==> config.mk <==
export PLATFORM = sky130hd
export DESIGN_NAME = pcat_system_support
export DESIGN_NICKNAME = d
export VERILOG_FILES = /design/src/pcat_support_pkg.sv /design/src/cpu_reset_if.sv /design/src/cpu_reset_gen.sv /design/src/pcat_system_support.sv
export SDC_FILE = /design/constraint.sdc
export NUM_CORES = 1
export LEC_CHECK = 0
export BUFFER_PORTS_ARGS = -buffer_cell sky130_fd_sc_hd__buf_2
export CAP_MARGIN = 20
export CORE_MARGIN = 4
export CORE_UTILIZATION = 58
export DETAILED_ROUTE_END_ITERATION = 7
export GPL_ROUTABILITY_DRIVEN = 0
export PLACE_DENSITY = 0.84
export SLEW_MARGIN = 25
export SYNTH_ARGS = -nofsm -noshare
export SYNTH_HDL_FRONTEND = slang
export SYNTH_SLANG_ARGS = --single-unit
==> constraint.sdc <==
create_clock -name core_clk -period 2.8 [get_ports core_clk]
set_input_delay 0 -clock core_clk [delete_from_list [all_inputs] [get_ports core_clk]]
set_output_delay 0 -clock core_clk [all_outputs]
set_load 0.01 [all_outputs]
==> src/pcat_support_pkg.sv <==
// constants, field layouts and encodings for the pc/at system support block
// assumes an 8-bit i/o port space decoded on a 16-bit address
package pcat_support_pkg;

  // ----------------------------------------------------------------
  // i/o port addresses
  // ----------------------------------------------------------------
  localparam logic [15:0] PORT_MISC_ADDR = 16'h0061;
  localparam logic [15:0] PORT_NMI_ADDR = 16'h0070;
  localparam logic [15:0] PORT_FAST_ADDR = 16'h0092;
  localparam logic [15:0] PORT_CFG_INDEX_ADDR = 16'h03d4;
  localparam logic [15:0] PORT_CFG_DATA_ADDR = 16'h03d5;
  localparam logic [15:0] PORT_KBC_DATA_ADDR = 16'h0060;
  localparam logic [15:0] PORT_KBC_CMD_ADDR = 16'h0064;

  // ----------------------------------------------------------------
  // indexed configuration registers
  // ----------------------------------------------------------------
  localparam logic [7:0] IDX_BUS_MODE_INIT = 8'h19;
  localparam logic [7:0] IDX_PRINTER_SELECT = 8'h20;
  localparam logic [7:0] IDX_MISC1 = 8'h6f;
  localparam logic [7:0] BUS_MODE_LOCK_MASK = 8'h80;
  localparam logic [7:0] BUS_MODE_RESET = 8'h00;

  // printer port placement, address bits 15:4 of each window
  typedef enum logic [1:0] {
    PRN_OFF = 2'h0,
    PRN_AT_3B = 2'h1,
    PRN_AT_37 = 2'h2,
    PRN_AT_27 = 2'h3
  } printer_sel_t;
  localparam logic [11:0] PRN_BASE_3B = 12'h03b;
  localparam logic [11:0] PRN_BASE_37 = 12'h037;
  localparam logic [11:0] PRN_BASE_27 = 12'h027;
  localparam int PRN_SEL_LSB = 0;

  // ----------------------------------------------------------------
  // miscellaneous control port fields
  // ----------------------------------------------------------------
  localparam int MF_TIMER_GATE = 0;
  localparam int MF_SPEAKER = 1;
  localparam int MF_PARITY_EN_N = 2;
  localparam int MF_IOCHK_EN_N = 3;
  localparam int MF_REFRESH = 4;
  localparam int MF_TIMER_OUT = 5;
  localparam int MF_IOCHK = 6;
  localparam int MF_PARITY = 7;
  localparam logic [3:0] MF_CTRL_RESET = 4'hc;
  localparam logic [3:0] MF_KBD_RESET = 4'h0;

  // nmi mask and clock-calendar index
  localparam int NMI_MASK_BIT = 7;
  localparam logic NMI_MASK_RESET = 1'b1;
  localparam logic [6:0] RTC_INDEX_RESET = 7'h00;

  // fast control fields, shared by port 92h and misc1
  localparam int FC_FAST_RESET = 0;
  localparam int FC_ADDR20 = 1;
  localparam int FC_XT_KBD = 2;

  // ----------------------------------------------------------------
  // timing
  // ----------------------------------------------------------------
  localparam int CLK_PERIOD_PS = 4000;
  localparam int REFRESH_PERIOD_NS = 15000;
  localparam int REFRESH_CYCLES = (REFRESH_PERIOD_NS * 1000 + CLK_PERIOD_PS - 1) / CLK_PERIOD_PS;
  localparam int SHUTDOWN_RESET_CYCLES = 16;
  localparam int KBC_CLK_HALF_CYCLES = 14;

endpackage : pcat_support_pkg

==> src/cpu_reset_if.sv <==
// request and answer wires between the support logic and the cpu reset generator
// assumes both ends run on core_clk
`timescale 1ns/1ps
interface cpu_reset_if;
  logic hwReset;
  logic pinResetReq;
  logic fastResetReq;
  logic shutdownStatus;
  logic cpuReset;

  modport gen (
    input hwReset,
    input pinResetReq,
    input fastResetReq,
    input shutdownStatus,
    output cpuReset
  );
  modport ctl (
    output hwReset,
    output pinResetReq,
    output fastResetReq,
    output shutdownStatus,
    input cpuReset
  );
endinterface : cpu_reset_if

==> src/cpu_reset_gen.sv <==
// cpu-only reset generator: hardware, pin, fast and shutdown reset sources
// assumes all requests are already in the core_clk domain
`timescale 1ns/1ps
module cpu_reset_gen #(
  parameter int HOLD_CYCLES = pcat_support_pkg::SHUTDOWN_RESET_CYCLES
) (
  input wire logic core_clk,
  cpu_reset_if.gen rq
);
  localparam int CW = $clog2(HOLD_CYCLES + 1);
  localparam logic [CW-1:0] HOLD_LOAD = CW'(HOLD_CYCLES);

  // ----------------------------------------------------------------
  // stretch counter
  // ----------------------------------------------------------------
  logic [CW-1:0] holdCount_ff, nxt_holdCount;
  logic shutdownSeen_ff, nxt_shutdownSeen;
  logic shutdownEdge;

  assign shutdownEdge = rq.shutdownStatus & ~shutdownSeen_ff;

  always_comb begin
    nxt_shutdownSeen = rq.shutdownStatus;
    nxt_holdCount = holdCount_ff;
    if (rq.hwReset || rq.pinResetReq || rq.fastResetReq || shutdownEdge) begin
      nxt_holdCount = HOLD_LOAD;
    end else if (holdCount_ff != '0) begin
      nxt_holdCount = holdCount_ff - CW'(1);
    end
  end

  always_ff @(posedge core_clk) begin
    if (rq.hwReset) begin
      holdCount_ff <= HOLD_LOAD;
      shutdownSeen_ff <= 1'b0;
    end else begin
      holdCount_ff <= nxt_holdCount;
      shutdownSeen_ff <= nxt_shutdownSeen;
    end
  end

  assign rq.cpuReset = (holdCount_ff != '0) | rq.pinResetReq;

  // ----------------------------------------------------------------
  // shutdown hold check: age of the last shutdown edge, in cycles
  // ----------------------------------------------------------------
  logic [CW-1:0] sdAge_ff, nxt_sdAge;

  always_comb begin
    nxt_sdAge = '0;
    if (shutdownEdge) begin
      nxt_sdAge = CW'(1);
    end else if (sdAge_ff != '0 && sdAge_ff != HOLD_LOAD) begin
      nxt_sdAge = sdAge_ff + CW'(1);
    end
  end

  always_ff @(posedge core_clk) begin
    if (rq.hwReset) begin
      sdAge_ff <= '0;
    end else begin
      sdAge_ff <= nxt_sdAge;
    end
  end

  chk_shutdown_hold: assert property (@(posedge core_clk) disable iff (rq.hwReset)
    (sdAge_ff != '0) |-> rq.cpuReset)
    else $error("shutdown reset shorter than sixteen cycles");

endmodule : cpu_reset_gen

==> src/pcat_system_support.sv <==
// pc/at system support: printer port mapping, misc control port, nmi mask,
// speaker paths, addr20 gating, hardware and cpu reset control
// assumes the cpu core drives i/o strobes for one core_clk cycle each
//
// Behaviour
// - printer port placed at 3Bxh, 37xh, 27xh or switched off by software
// - printer interrupt always goes to line 7, whatever the placement
// - placement set at index 20h; ignored once index 19h holds its mandatory bits
// - port 61h is 8 bits; low nibble read/write nmi source and sound enables
// - port 61h upper nibble reads status, written value steers legacy keyboard
// - bit 7 of port 70h, active low, blocks every nmi when set
// - nmi mask bit set to 1 by reset; port 70h has no read path
// - low seven bits of port 70h are write-only clock-calendar index bits
// - speaker driven from timer channel 2 output
// - timer channel 2 gate driven by the timer-gate bit of port 61h
// - speaker also driven directly by the speaker-data bit of port 61h
// - external addr20 gate high passes cpu address bit 20 through
// - gate low with internal gating unused forces system address bit 20 low
// - internal addr20 and fast reset controlled from index 6Fh and port 92h
// - power-good reset clears everything except retained configuration bits
// - battery-disconnect reset clears all internal logic
// - both hardware reset pins synchronised to core_clk first
// - pin and fast resets reset only the cpu
// - cpu shutdown status gives a cpu reset of at least sixteen cycles
// - chip select and clock generated for external keyboard controller, or legacy mode
`timescale 1ns/1ps
module pcat_system_support #(
  parameter int REFRESH_CYCLES = pcat_support_pkg::REFRESH_CYCLES,
  parameter int KBC_HALF = pcat_support_pkg::KBC_CLK_HALF_CYCLES
) (
  input wire logic core_clk,
  input wire logic rst,
  input wire logic power_good_reset_n,
  input wire logic battery_disconnect_reset_n,
  input wire logic [15:0] ioAddr,
  input wire logic [7:0] ioWrData,
  input wire logic ioWrStb,
  input wire logic ioRdStb,
  output logic [7:0] ioRdData,
  output logic ioRdValid,
  input wire logic cpuAddr20,
  output logic sysAddr20,
  input wire logic external_addr20_gate,
  input wire logic timer_ch2_output,
  output logic timerCh2Gate,
  output logic speakerOut,
  input wire logic parityErrorPin,
  input wire logic ioCheckPin,
  output logic nmiOut,
  output logic [6:0] rtcIndex,
  output logic rtcIndexWrite,
  output logic [3:0] legacyKbdCtl,
  output logic firstPrinterPortSel,
  input wire logic printerIrqReq,
  output logic irq7Out,
  output logic kbcCs_n,
  output logic kbcClk,
  input wire logic cpu_reset_request_pin,
  input wire logic cpuShutdownStatus,
  output logic cpuReset
);
  localparam int RCW = $clog2(REFRESH_CYCLES + 1);
  localparam int KCW = $clog2(KBC_HALF + 1);

  // ----------------------------------------------------------------
  // pin synchronisers
  // ----------------------------------------------------------------
  logic [5:0] pinMeta_ff, pinSync_ff;
  logic pgResetSync, bdResetSync, gateSync, parSync, chkSync, rcSync;

  always_ff @(posedge core_clk) begin
    pinMeta_ff <= {power_good_reset_n, battery_disconnect_reset_n, external_addr20_gate,
                   parityErrorPin, ioCheckPin, cpu_reset_request_pin};
    pinSync_ff <= pinMeta_ff;
  end

  assign pgResetSync = ~pinSync_ff[5];
  assign bdResetSync = ~pinSync_ff[4];
  assign gateSync = pinSync_ff[3];
  assign parSync = pinSync_ff[2];
  assign chkSync = pinSync_ff[1];
  assign rcSync = pinSync_ff[0];

  // full reset clears retained configuration too; power-good reset spares it
  logic fullReset, hwReset;
  assign fullReset = rst | bdResetSync;
  assign hwReset = fullReset | pgResetSync;

  // ----------------------------------------------------------------
  // port decode
  // ----------------------------------------------------------------
  logic wrMisc, wrNmi, wrFast, wrIndex, wrData, rdMisc, rdFast, rdIndex, rdData;
  assign wrMisc = ioWrStb & (ioAddr == pcat_support_pkg::PORT_MISC_ADDR);
  assign wrNmi = ioWrStb & (ioAddr == pcat_support_pkg::PORT_NMI_ADDR);
  assign wrFast = ioWrStb & (ioAddr == pcat_support_pkg::PORT_FAST_ADDR);
  assign wrIndex = ioWrStb & (ioAddr == pcat_support_pkg::PORT_CFG_INDEX_ADDR);
  assign wrData = ioWrStb & (ioAddr == pcat_support_pkg::PORT_CFG_DATA_ADDR);
  assign rdMisc = ioRdStb & (ioAddr == pcat_support_pkg::PORT_MISC_ADDR);
  assign rdFast = ioRdStb & (ioAddr == pcat_support_pkg::PORT_FAST_ADDR);
  assign rdIndex = ioRdStb & (ioAddr == pcat_support_pkg::PORT_CFG_INDEX_ADDR);
  assign rdData = ioRdStb & (ioAddr == pcat_support_pkg::PORT_CFG_DATA_ADDR);

  // ----------------------------------------------------------------
  // retained configuration: printer placement and bus-mode init
  // ----------------------------------------------------------------
  pcat_support_pkg::printer_sel_t prnSel_ff, nxt_prnSel;
  logic [7:0] busMode_ff, nxt_busMode;
  logic [7:0] cfgIndex_ff, nxt_cfgIndex;
  logic busLocked;

  assign busLocked = (busMode_ff & pcat_support_pkg::BUS_MODE_LOCK_MASK) == pcat_support_pkg::BUS_MODE_LOCK_MASK;

  always_comb begin
    nxt_prnSel = prnSel_ff;
    nxt_busMode = busMode_ff;
    nxt_cfgIndex = cfgIndex_ff;
    if (wrIndex) begin
      nxt_cfgIndex = ioWrData;
    end
    if (wrData && cfgIndex_ff == pcat_support_pkg::IDX_BUS_MODE_INIT) begin
      nxt_busMode = ioWrData;
    end
    if (wrData && cfgIndex_ff == pcat_support_pkg::IDX_PRINTER_SELECT && !busLocked) begin
      nxt_prnSel = pcat_support_pkg::printer_sel_t'(ioWrData[pcat_support_pkg::PRN_SEL_LSB +: 2]);
    end
  end

  always_ff @(posedge core_clk) begin
    if (fullReset) begin
      prnSel_ff <= pcat_support_pkg::PRN_OFF;
      busMode_ff <= pcat_support_pkg::BUS_MODE_RESET;
    end else begin
      prnSel_ff <= nxt_prnSel;
      busMode_ff <= nxt_busMode;
    end
    if (hwReset) begin
      cfgIndex_ff <= '0;
    end else begin
      cfgIndex_ff <= nxt_cfgIndex;
    end
  end

  // ----------------------------------------------------------------
  // printer port decode and interrupt
  // ----------------------------------------------------------------
  always_comb begin
    unique case (prnSel_ff)
      pcat_support_pkg::PRN_AT_3B: firstPrinterPortSel = ioAddr[15:4] == pcat_support_pkg::PRN_BASE_3B;
      pcat_support_pkg::PRN_AT_37: firstPrinterPortSel = ioAddr[15:4] == pcat_support_pkg::PRN_BASE_37;
      pcat_support_pkg::PRN_AT_27: firstPrinterPortSel = ioAddr[15:4] == pcat_support_pkg::PRN_BASE_27;
      pcat_support_pkg::PRN_OFF: firstPrinterPortSel = 1'b0;
    endcase
  end

  assign irq7Out = printerIrqReq;

  // ----------------------------------------------------------------
  // misc control port, nmi mask, fast controls
  // ----------------------------------------------------------------
  logic [3:0] mfCtrl_ff, nxt_mfCtrl;
  logic [3:0] mfKbd_ff, nxt_mfKbd;
  logic nmiMask_ff, nxt_nmiMask;
  logic [6:0] rtcIdx_ff, nxt_rtcIdx;
  logic rtcWr_ff, nxt_rtcWr;
  logic a20Int_ff, nxt_a20Int;
  logic xtKbd_ff, nxt_xtKbd;
  logic fastReq_ff, nxt_fastReq;
  logic wrMisc1;

  assign wrMisc1 = wrData & (cfgIndex_ff == pcat_support_pkg::IDX_MISC1);

  always_comb begin
    nxt_mfCtrl = mfCtrl_ff;
    nxt_mfKbd = mfKbd_ff;
    nxt_nmiMask = nmiMask_ff;
    nxt_rtcIdx = rtcIdx_ff;
    nxt_rtcWr = wrNmi;
    nxt_a20Int = a20Int_ff;
    nxt_xtKbd = xtKbd_ff;
    nxt_fastReq = 1'b0;
    if (wrMisc) begin
      nxt_mfCtrl = ioWrData[3:0];
      nxt_mfKbd = ioWrData[7:4];
    end
    if (wrNmi) begin
      nxt_nmiMask = ioWrData[pcat_support_pkg::NMI_MASK_BIT];
      nxt_rtcIdx = ioWrData[6:0];
    end
    if (wrFast || wrMisc1) begin
      nxt_a20Int = ioWrData[pcat_support_pkg::FC_ADDR20];
      nxt_fastReq = ioWrData[pcat_support_pkg::FC_FAST_RESET];
    end
    if (wrMisc1) begin
      nxt_xtKbd = ioWrData[pcat_support_pkg::FC_XT_KBD];
    end
  end

  always_ff @(posedge core_clk) begin
    if (hwReset) begin
      mfCtrl_ff <= pcat_support_pkg::MF_CTRL_RESET;
      mfKbd_ff <= pcat_support_pkg::MF_KBD_RESET;
      nmiMask_ff <= pcat_support_pkg::NMI_MASK_RESET;
      rtcIdx_ff <= pcat_support_pkg::RTC_INDEX_RESET;
      rtcWr_ff <= 1'b0;
      a20Int_ff <= 1'b0;
      xtKbd_ff <= 1'b0;
      fastReq_ff <= 1'b0;
    end else begin
      mfCtrl_ff <= nxt_mfCtrl;
      mfKbd_ff <= nxt_mfKbd;
      nmiMask_ff <= nxt_nmiMask;
      rtcIdx_ff <= nxt_rtcIdx;
      rtcWr_ff <= nxt_rtcWr;
      a20Int_ff <= nxt_a20Int;
      xtKbd_ff <= nxt_xtKbd;
      fastReq_ff <= nxt_fastReq;
    end
  end

  assign rtcIndex = rtcIdx_ff;
  assign rtcIndexWrite = rtcWr_ff;
  assign legacyKbdCtl = mfKbd_ff;

  // nmi sources: enables are active low, master mask blocks all
  assign nmiOut = ~nmiMask_ff & ((parSync & ~mfCtrl_ff[pcat_support_pkg::MF_PARITY_EN_N])
                               | (chkSync & ~mfCtrl_ff[pcat_support_pkg::MF_IOCHK_EN_N]));

  // ----------------------------------------------------------------
  // speaker and addr20
  // ----------------------------------------------------------------
  assign timerCh2Gate = mfCtrl_ff[pcat_support_pkg::MF_TIMER_GATE];
  assign speakerOut = timer_ch2_output | mfCtrl_ff[pcat_support_pkg::MF_SPEAKER];
  // address path is combinational so bit 20 keeps cpu timing
  assign sysAddr20 = cpuAddr20 & (gateSync | a20Int_ff);

  // ----------------------------------------------------------------
  // refresh toggle and keyboard controller clock
  // ----------------------------------------------------------------
  logic [RCW-1:0] refCount_ff, nxt_refCount;
  logic refToggle_ff, nxt_refToggle;
  logic [KCW-1:0] kbcCount_ff, nxt_kbcCount;
  logic kbcClk_ff, nxt_kbcClk;

  always_comb begin
    nxt_refCount = refCount_ff - RCW'(1);
    nxt_refToggle = refToggle_ff;
    nxt_kbcCount = kbcCount_ff - KCW'(1);
    nxt_kbcClk = kbcClk_ff;
    if (refCount_ff == '0) begin
      nxt_refCount = RCW'(REFRESH_CYCLES - 1);
      nxt_refToggle = ~refToggle_ff;
    end
    if (kbcCount_ff == '0) begin
      nxt_kbcCount = KCW'(KBC_HALF - 1);
      nxt_kbcClk = ~kbcClk_ff;
    end
  end

  always_ff @(posedge core_clk) begin
    if (hwReset) begin
      refCount_ff <= RCW'(REFRESH_CYCLES - 1);
      refToggle_ff <= 1'b0;
      kbcCount_ff <= KCW'(KBC_HALF - 1);
      kbcClk_ff <= 1'b0;
    end else begin
      refCount_ff <= nxt_refCount;
      refToggle_ff <= nxt_refToggle;
      kbcCount_ff <= nxt_kbcCount;
      kbcClk_ff <= nxt_kbcClk;
    end
  end

  assign kbcClk = kbcClk_ff;
  assign kbcCs_n = ~(~xtKbd_ff & (ioWrStb | ioRdStb)
                   & (ioAddr == pcat_support_pkg::PORT_KBC_DATA_ADDR
                      || ioAddr == pcat_support_pkg::PORT_KBC_CMD_ADDR));

  // ----------------------------------------------------------------
  // read path
  // ----------------------------------------------------------------
  logic [7:0] rdData_ff, nxt_rdData;
  logic rdValid_ff, nxt_rdValid;
  logic [7:0] fastView;

  assign fastView = {5'h00, xtKbd_ff, a20Int_ff, 1'b0};

  always_comb begin
    nxt_rdValid = rdMisc | rdFast | rdIndex | rdData;
    nxt_rdData = 8'h00;
    if (rdMisc) begin
      nxt_rdData = {parSync, chkSync, timer_ch2_output, refToggle_ff, mfCtrl_ff};
    end else if (rdFast) begin
      nxt_rdData = fastView;
    end else if (rdIndex) begin
      nxt_rdData = cfgIndex_ff;
    end else if (rdData) begin
      unique case (cfgIndex_ff)
        pcat_support_pkg::IDX_BUS_MODE_INIT: nxt_rdData = busMode_ff;
        pcat_support_pkg::IDX_PRINTER_SELECT: nxt_rdData = {6'h00, prnSel_ff};
        pcat_support_pkg::IDX_MISC1: nxt_rdData = fastView;
        default: nxt_rdData = 8'h00;
      endcase
    end
  end

  always_ff @(posedge core_clk) begin
    if (hwReset) begin
      rdData_ff <= 8'h00;
      rdValid_ff <= 1'b0;
    end else begin
      rdData_ff <= nxt_rdData;
      rdValid_ff <= nxt_rdValid;
    end
  end

  assign ioRdData = rdData_ff;
  assign ioRdValid = rdValid_ff;

  // ----------------------------------------------------------------
  // cpu reset generator
  // ----------------------------------------------------------------
  cpu_reset_if rstIf ();
  assign rstIf.hwReset = hwReset;
  assign rstIf.pinResetReq = rcSync;
  assign rstIf.fastResetReq = fastReq_ff;
  assign rstIf.shutdownStatus = cpuShutdownStatus;
  assign cpuReset = rstIf.cpuReset;

  cpu_reset_gen #(
    .HOLD_CYCLES(pcat_support_pkg::SHUTDOWN_RESET_CYCLES)
  ) u_cpu_reset_gen (
    .core_clk(core_clk),
    .rq(rstIf.gen)
  );

  // ----------------------------------------------------------------
  // checks
  // ----------------------------------------------------------------
  chk_nmi_mask_block: assert property (@(posedge core_clk) disable iff (hwReset)
    nmiMask_ff |-> !nmiOut)
    else $error("nmi passed while masked");

  chk_nmi_reset_value: assert property (@(posedge core_clk) disable iff (rst)
    $past(hwReset) |-> nmiMask_ff)
    else $error("nmi mask not set after reset");

  chk_printer_lock: assert property (@(posedge core_clk) disable iff (fullReset)
    (wrData && busLocked && cfgIndex_ff == pcat_support_pkg::IDX_PRINTER_SELECT) |=> $stable(prnSel_ff))
    else $error("printer remapped while bus mode locked");

  chk_printer_off: assert property (@(posedge core_clk) disable iff (hwReset)
    (prnSel_ff == pcat_support_pkg::PRN_OFF) |-> !firstPrinterPortSel)
    else $error("printer select while disabled");

  chk_irq7_route: assert property (@(posedge core_clk) disable iff (hwReset)
    $rose(printerIrqReq) |-> irq7Out)
    else $error("printer interrupt not on line 7");

  chk_addr20_low: assert property (@(posedge core_clk) disable iff (hwReset)
    (!gateSync && !a20Int_ff) |-> !sysAddr20)
    else $error("addr20 not forced low");

  chk_addr20_pass: assert property (@(posedge core_clk) disable iff (hwReset)
    gateSync |-> (sysAddr20 == cpuAddr20))
    else $error("addr20 not passed with gate high");

  chk_fast_reset: assert property (@(posedge core_clk) disable iff (hwReset)
    (wrFast && ioWrData[pcat_support_pkg::FC_FAST_RESET]) |=> ##1 cpuReset [*8])
    else $error("fast reset did not reach the cpu");

  chk_pg_sync: assert property (@(posedge core_clk) disable iff (rst)
    $fell(power_good_reset_n) |-> ##2 hwReset)
    else $error("power-good reset not synchronised in two cycles");

  chk_kbc_select: assert property (@(posedge core_clk) disable iff (hwReset)
    (xtKbd_ff && ioRdStb && ioAddr == pcat_support_pkg::PORT_KBC_DATA_ADDR) |-> kbcCs_n)
    else $error("keyboard controller selected in legacy mode");

endmodule : pcat_system_support

==> results of run 1 <==
[worst min path at each step]
stage | slack [ns] | cells after the start | endpoint
2_1_floorplan | 0.03 | 0 | pinMeta_ff[0]
3_3_place_gp | 0.0002 | 0 | irq7Out
3_5_place_dp | 0.0002 | 0 | irq7Out
4_1_cts | 0.0002 | 0 | irq7Out
5_1_grt | 0.0002 | 0 | irq7Out
6_report | 0.0001 | 0 | irq7Out
[registers in the layout (all words and copies together), names as in the netlist, 2 cells and up]
name / flops
refCount_ff: 12
busMode_ff: 8
cfgIndex_ff: 8
ioRdData: 8
rtcIndex: 7
pinMeta_ff: 6
pinSync_ff: 6
u_cpu_reset_gen.holdCount_ff: 5
kbcCount_ff: 4
legacyKbdCtl: 4
mfCtrl_ff: 4
prnSel_ff: 2
[metal layers]
layer	vias up	GRT usage	share of wire
li1	1382	-	-
met1	1294	0.285	0.42
met2	126	0.397	0.48
met3	19	0.0691	0.078
met4	0	0.0906	0.021
met5	-	0	0
[synthesized netlist by cell type, drive strengths merged (2+ instances only)]
cell type	instances	share of area
dfxtp	83	0.50
nor2	66	0.075
mux2i	35	0.11
nand2	20	0.023
nor3	15	0.024
xnor2	12	0.032
nand2b	11	0.021
inv	8	0.0090
or4	7	0.019
a222oi	6	0.018
nand3	6	0.011
nor4	6	0.020
a21oi	5	0.0075
clkbuf	5	0.0056
nor2b	5	0.010
and3	4	0.0075
nand4b	4	0.011
nor4b	4	0.011
o21ai	4	0.0060
xor2	4	0.011
buf	3	0.0053
ha	3	0.011
nand3b	3	0.0068
or3	3	0.0056
a22oi	2	0.0045
a31oi	2	0.0038
and2	2	0.0038
nand4	2	0.0038
nor3b	2	0.0045
or2	2	0.0038
[metrics by stage]
step	std cells	cell area, um2	hold WS (ns)
after floorplan	344	3340	0.0277
after global placement	477	3740	0.000215
after detailed placement	477	3740	0.000215
after CTS	509	4120	0.000215
after global routing	509	4130	0.000151
final	509	4130	0.000111
[power by group through the flow]
| stage | Sequential (mW) | Clock [mW] | Combinational, mW |
|---|---|---|---|
| 2_1_floorplan | 1.22 | 0 | 0.0414 |
| 3_3_place_gp | 1.23 | 0 | 0.0883 |
| 4_1_cts | 1.20 | 0.945 | 0.109 |
| 3_5_place_dp | 1.23 | 0 | 0.0909 |
| 6_report | 1.20 | 0.922 | 0.111 |
| 5_1_grt | 1.20 | 0.994 | 0.122 |
[logic make-up after synthesis]
group | synth area share
AO/OA/AOI/OAI | 0.0570
XOR/XNOR | 0.0420
adder cells (fa/ha/maj) | 0.0113
buffers and inverters | 0.0199
flip-flops | 0.498
multiplexers | 0.105
AND/OR/NAND/NOR | 0.267
[area by class of cell]
cell class	instances	area (um2)	share of cell area
clock buffer	10	128	0.0309
clock inverter	6	88.8	0.0215
inverter	8	30.0	0.00727
multi-input combinational	245	1610	0.391
sequential	83	1660	0.403
tap	72	90.1	0.0218
timing repair buffer	85	515	0.125
==> impl_metrics.toml, run 1 <==
[synthesis]
ys_async_sr_fraction = 0
synthFlopType = "dfxtp_1"
ys_types = 48
avgSynthCellArea_um2 = 9.70
seq_area_frac_synth = 0.498
syn_nets = 385
syn-cell-area_um2 = 3340
synthesis.instances = 344
synth-seq-cells = 83
yosys_warnings = 0
synth_edf_count = 0

[worst_setup_path]
cp_slowest_cell = "or4_4"
timing.rr.start = "cfgIndex_ff[1]"
startpoint = "cfgIndex_ff[1]"
cp.buffers_inverters = 0
setup.worst_path.end = "ioRdData[2]"
start_kind = "flop"
crit_path_end_kind = "flop"
critical_path_depth = 5
crit_fanout = 4
path_cells = "or4_4 > nor2b_1 > nor3_1 > or4b_1 > a311oi_1"
rrSetupSlack_ns = 0.74
r2r-end = "ioRdData[2]"
cpPeakStageDelay_ns = 0.57
required_ns = 3.05
cp.arrival_ns = 2.32
reg2regPathDepth = 5
critical-path-top-delay-family = "simple AND/OR/NAND/NOR gates"
criticalPathCategory = "reg -> reg"

[grt]
grt_max_degree = 23
antenna_found_initial = 0
grt_pass1_vias = 2830
overflow = 0
grt_pass1_wl_mm = 13.4
grt_usage = 0.236

[finish]
area_growth_pct = 23.7
layout-drive-gt1-share = 0.222
final_nets = 473
final_common_cell = "dfxtp_1"
diodes = 0
fillers = 392
post-route-util = 0.745
final_cell_mix = "dfxtp_1 (83), nor2_1 (65), buf_2 (65)"

[route]
dr.pass1.iters = 5
drc = 0
wl_per_cell_um = 15.6
vias_per_cell = 5.54
antenna_left = 0
wl_mm = 7.94
drt_iter0_markers = 219
vias = 2821

[power_and_ir_drop]
p_sw_frac = 0.216
p_total_mw = 2.23
clock_power_share = 0.413
pwr-share-comb = 0.050
seqPwrFrac = 0.537
irDropWorstVdd_v = 0.000387
power_per_cell_area_nw_per_um2 = 540
internal_power_mw = 1.75
p_switching_mw = 0.482
leakagePower_nw = 1.59

[clock_network]
clock_latency_ns = 0.35
cts.repair.resized = 0
clock-sinks = 83
clk_path_buf_depth = 2
clk_pin_slew_ns = 0.08
postCtsSetupBuffers = 0
clockRootBuffer = "clkbuf_8"
cts-htree-levels = 3
cts-hold-fix-buffers = 16
tritoncts = "built"
cts_buffers = 9

[placed_design]
hpwl_mm = 5.62
detailedPlace.worstSlack_ns = 0.774
io_buffers = 65

[worst_hold_path]
hp-class = "in -> out"
holdCritStartpoint = "printerIrqReq"

[floorplanning]
rows = 27
initial_utilization = 0.602
ioPinCount = 68
die_w_um = 83.8
dieArea_um2 = 7030
core_area_um2 = 5540
die_y_um = 83.8

[sta]
final_max_slew_viol_count = 0
max-slew-margin-rel = 0.497
setup-violations-final = 0
setup_tns_ns = 0
setup_ws_ns = 0.737
rsz0062_at_grt = "false"
worstMarginPinSlew_ns = 0.749
period_share = 0.737
worst_clock_skew_ns = 0.0130
min_period_ns = 2.06
finalHoldViolCount = 0
fmax_mhz = 485

[status]
status = "finished clean"

[flow_run]
cap_violations = 0
Power figures use the tool's default switching activity.
==> run 2, diff against run 1 <==
--- a/config.mk
+++ b/config.mk
@@ -8,10 +8,10 @@
 export BUFFER_PORTS_ARGS = -buffer_cell sky130_fd_sc_hd__buf_2
 export CAP_MARGIN = 20
 export CORE_MARGIN = 4
-export CORE_UTILIZATION = 58
+export CORE_UTILIZATION = 54
 export DETAILED_ROUTE_END_ITERATION = 7
 export GPL_ROUTABILITY_DRIVEN = 0
-export PLACE_DENSITY = 0.84
+export PLACE_DENSITY = 0.79
 export SLEW_MARGIN = 25
 export SYNTH_ARGS = -nofsm -noshare
 export SYNTH_HDL_FRONTEND = slang
==> constraint.sdc (replaced) <==
create_clock -name core_clk -period 1.95 [get_ports core_clk]
set_input_delay 0 -clock core_clk [delete_from_list [all_inputs] [get_ports core_clk]]
set_output_delay 0 -clock core_clk [all_outputs]
set_load 0.01 [all_outputs]
==> impl_metrics.toml, run 2 (synthesis gave the netlist of run 1 again) <==
[flow_run]
cap_violations = 0

[sta]
min_period_ns = 1.96
finalHoldViolCount = 0
setup_ws_ns = -0.0129
setup_tns_ns = -0.0129
rsz0062_at_grt = "true"
worst_clock_skew_ns = 0.0113
setup-violations-final = 1
worstMarginPinSlew_ns = 0.425
fmax_mhz = 509
max-slew-margin-rel = 0.714
final_max_slew_viol_count = 0
period_share = 1.01

[clock_network]
cts_buffers = 9
clk_pin_slew_ns = 0.09
tritoncts = "built"
clock-sinks = 83
postCtsSetupBuffers = 0
clockRootBuffer = "clkbuf_8"
clock_latency_ns = 0.36
cts-htree-levels = 3
clk_path_buf_depth = 2

[finish]
fillers = 480
fin_cells = 528
largest_reg_flops = 12
diodes = 0
area_growth_pct = 27.2
final_common_cell = "dfxtp_1"
top_register = "refCount_ff"
final_cell_mix = "dfxtp_1 (83), nor2_1 (65), buf_2 (65)"
final_nets = 489
final_area_um2 = 4240
layout-drive-gt1-share = 0.254
regArea_um2 = 1660
multi_input_comb_area_um2 = 1620

[worst_setup_path]
path_cells = "or4_4 > nor2b_2 > nor3_1 > or4b_1 > a311oi_1"
crit_fanout = 3
rrSetupSlack_ns = -0.01
cp.arrival_ns = 2.23
cp_slowest_cell = "or4_4"
cpPeakStageDelay_ns = 0.57
timing.rr.start = "cfgIndex_ff[1]"
r2r-end = "ioRdData[2]"
required_ns = 2.22
crit_path_end_kind = "flop"
start_kind = "flop"
reg2regPathDepth = 5
criticalPathCategory = "reg -> reg"

[placed_design]
detailedPlace.worstSlack_ns = 0.00917
dp_cells = 496
dpl_cell_area_um2 = 3870
hpwl_mm = 5.69
io_buffers = 65

[power_and_ir_drop]
clock_power_share = 0.395
power_per_cell_area_nw_per_um2 = 733
seqPwrFrac = 0.553
irDropWorstVdd_v = 0.000758
leakagePower_nw = 1.65
p_total_mw = 3.11
p_sw_frac = 0.234
pwr-share-comb = 0.052
p_switching_mw = 0.727
internal_power_mw = 2.38

[floorplanning]
die_w_um = 86.6
initial_utilization = 0.560
ioPinCount = 68
core_area_um2 = 5960
dieArea_um2 = 7500
die_y_um = 86.6
rows = 28

[grt]
grt_pass1_wl_mm = 13.5
grt_pass1_vias = 2966
overflow = 0
antenna_found_initial = 0
grt_usage = 0.228
grt_max_degree = 38

[worst_hold_path]
holdCritStartpoint = "printerIrqReq"
whs_endpoint = "irq7Out"
min_path_cells = 0
hp-class = "in -> out"

[route]
wl_per_cell_um = 15.1
drc = 0
wl_mm = 7.96
antenna_left = 0
vias = 2869
vias_per_cell = 5.43
drt_iter0_markers = 141
dr.pass1.iters = 4

[status]
violations = "setup timing"
status = "finished, violations left"
run 2: power by group through the flow:
stage | Combinational [mW] | Clock, mW | Sequential (mW)
CTS | 0.160 | 1.25 | 1.72
global route | 0.178 | 1.31 | 1.72
finish | 0.162 | 1.23 | 1.72
global placement | 0.131 | 0 | 1.76
detailed placement | 0.134 | 0 | 1.76
floorplan | 0.0595 | 0 | 1.76
run 2: through the flow:
step | hold slack, ns | util
finish | 0.00000281 | 0.712
global route | 0.0000246 | 0.712
CTS | 0.000119 | 0.711
detailed placement | 0.000119 | 0.650
global placement | 0.000119 | 0.650
floorplan | 0.0277 | -
run 2: how the worst max path moves through the flow:
stage / from / to / slack, ns
floorplan: cfgIndex_ff[1] / ioRdData[2] / 0.08
global placement: cfgIndex_ff[1] / ioRdData[2] / 0.09
detailed placement: cfgIndex_ff[1] / ioRdData[2] / 0.009
CTS: cfgIndex_ff[1] / ioRdData[2] / -0.009
global route: cfgIndex_ff[1] / ioRdData[2] / -0.08
finish: cfgIndex_ff[1] / ioRdData[2] / -0.01
run 2: cell type report:
class                           count  share of cell area
Clock buffer                        9              0.0292
Sequential cell                    83               0.392
Tap cell                           75              0.0221
Inverter                            8             0.00708
Multi-Input combinational cell    245               0.382
Clock inverter                      7              0.0180
Timing Repair Buffer              101               0.150
run 2: worst max-delay path: cells and delay by family (launching register included):
kind,cells,cell delay (ns)
flip-flops,1,0.32
AO/OA/AOI/OAI,1,0.23
AND/OR/NAND/NOR,4,1.32
run 2: what timing repair did:
action                                  4_1_cts  5_1_grt
hold endpoints to repair                     36        0
gates resized for setup                       2        1
hold buffers                                 16        0
endpoints found under the setup margin        1        6
run 2: per-layer routing:
layer	GRT usage	up-vias	part of all wire
met4	0.0807	0	0.015
met1	0.286	1345	0.44
met3	0.0599	14	0.074
met5	0	-	0
li1	-	1412	-
met2	0.380	98	0.47
==> run 3, diff against run 2 <==
--- a/config.mk
+++ b/config.mk
@@ -7,11 +7,13 @@
 export LEC_CHECK = 0
 export BUFFER_PORTS_ARGS = -buffer_cell sky130_fd_sc_hd__buf_2
 export CAP_MARGIN = 20
+export CORE_ASPECT_RATIO = 1.1
 export CORE_MARGIN = 4
 export CORE_UTILIZATION = 54
 export DETAILED_ROUTE_END_ITERATION = 7
 export GPL_ROUTABILITY_DRIVEN = 0
 export PLACE_DENSITY = 0.79
+export SETUP_SLACK_MARGIN = 0.4
 export SLEW_MARGIN = 25
 export SYNTH_ARGS = -nofsm -noshare
 export SYNTH_HDL_FRONTEND = slang
==> impl_metrics.toml, run 3 (synthesis gave the netlist of run 1 again) <==
[route]
vias_per_cell = 5.47
dr.pass1.iters = 5
drc = 0
antenna_left = 0
drt_iter0_markers = 201
wl_mm = 8.35
wl_per_cell_um = 15.7
vias = 2902

[grt]
grt_pass1_wl_mm = 13.7
antenna_found_initial = 0
grt_usage = 0.225
grt_max_degree = 38
grt_pass1_vias = 2921
overflow = 0

[placed_design]
detailedPlace.worstSlack_ns = 0.0423
hpwl_mm = 5.55
io_buffers = 65

[clock_network]
clockRootBuffer = "clkbuf_8"
clk_path_buf_depth = 2
clock-sinks = 83
cts-htree-levels = 3
clk_pin_slew_ns = 0.08
tritoncts = "built"
clock_latency_ns = 0.36
cts_buffers = 9

[finish]
top_register = "refCount_ff"
post-route-util = 0.746
final_common_cell = "dfxtp_1"
final_nets = 490
fillers = 407
final_cell_mix = "dfxtp_1 (77), buf_2 (65), nor2_1 (62)"
diodes = 0
area_growth_pct = 31.5
layout-drive-gt1-share = 0.308
largest_reg_flops = 12

[worst_setup_path]
crit_fanout = 3
criticalPathCategory = "reg -> reg"
crit_path_end_kind = "flop"
start_kind = "flop"
cp.arrival_ns = 2.19
required_ns = 2.22

[sta]
period_share = 0.985
fmax_mhz = 521
min_period_ns = 1.92
setup_ws_ns = 0.0299
rsz0062_at_grt = "true"
setup-violations-final = 0
worstMarginPinSlew_ns = 0.558
final_max_slew_viol_count = 0
max-slew-margin-rel = 0.627
finalHoldViolCount = 0
worst_clock_skew_ns = 0.00892

[power_and_ir_drop]
irDropWorstVdd_v = 0.000644
leakagePower_nw = 1.70
power_per_cell_area_nw_per_um2 = 691

[flow_run]
cap_violations = 0

[floorplanning]
initial_utilization = 0.567
ioPinCount = 68
dieArea_um2 = 7500
core_area_um2 = 5880
die_y_um = 90.4
rows = 29
die_w_um = 82.9

[status]
status = "finished clean"

[worst_hold_path]
hp-class = "in -> out"
run 3: cell types whose count changed in the layout (fill, tap and decap cells not counted), sizes merged:
cell	before	now
clkinv	0	1
bufinv	1	0
clkbuf	9	11
clkinvlp	5	3
buf	85	86
run 3: layout make-up:
| cell class | instances | area, um2 | area share |
|---|---|---|---|
| clock buffers | 11 | 151 | 0.0345 |
| clock inverters | 5 | 36.3 | 0.00827 |
| inverters | 8 | 30.0 | 0.00685 |
| multi-input cells | 245 | 1740 | 0.397 |
| flip-flops and latches | 83 | 1670 | 0.381 |
| well taps | 77 | 96.3 | 0.0220 |
| repair buffers | 102 | 658 | 0.150 |
run 3: final timing paths:
| path | slack (ns) | from | end | cells past startpoint |
|---|---|---|---|---|
| setup / recovery | 0.03 | cfgIndex_ff[2] | ioRdData[2] | 5 |
| hold / removal | 0.00002 | printerIrqReq | irq7Out | 0 |
| setup reg to reg | 0.03 | cfgIndex_ff[2] | ioRdData[2] | 5 |
| hold reg to reg | 0.33 | pinMeta_ff[5] | pinSync_ff[5] | 0 |
run 3: metrics by stage:
step | power (mW) | TNS [ns] | hold slack [ns] | instance area (um2) | cells
2_1_floorplan | 1.82 | 0 | 0.0277 | 3370 | 344
3_3_place_gp | 1.89 | 0 | 0.0000686 | 3880 | 494
3_5_place_dp | 1.90 | 0 | 0.0000686 | 3880 | 494
4_1_cts | 3.06 | 0 | 0.0000686 | 4290 | 527
5_1_grt | 3.14 | -0.106 | 0.0000648 | 4390 | 531
6_report | 3.03 | 0 | 0.0000219 | 4390 | 531
run 3: timing repair:
action / CTS / global route
endpoints found under the setup margin: 31 / 37
gates resized for setup: 11 / 20
setup buffers: 1 / 4
hold buffers: 16 / 0
pin swaps: 6 / 5
endpoints found under the hold margin: 37 / 0
run 3: worst max-delay path, stage by stage (launching register included):
cell and delay (ns):
dfxtp_1 0.32, or4_4 0.57, nor2b_4 0.17, nor3_1 0.08, or4b_1 0.50, a311oi_1 0.20
run 3: layer usage:
layer,wire [um],GRT usage
met3,553,0.0757
met1,3490,0.269
met4,268,0.109
met2,4040,0.361
met5,0,0
run 3: report_power, final:
part,total (mW),switching [mW],internal (mW),leakage [nW]
combinational,0.167,0.0865,0.0805,0.938
clock,1.15,0.613,0.533,0.0880
sequential,1.72,0.00872,1.71,0.677
total,3.03,0.708,2.32,1.70
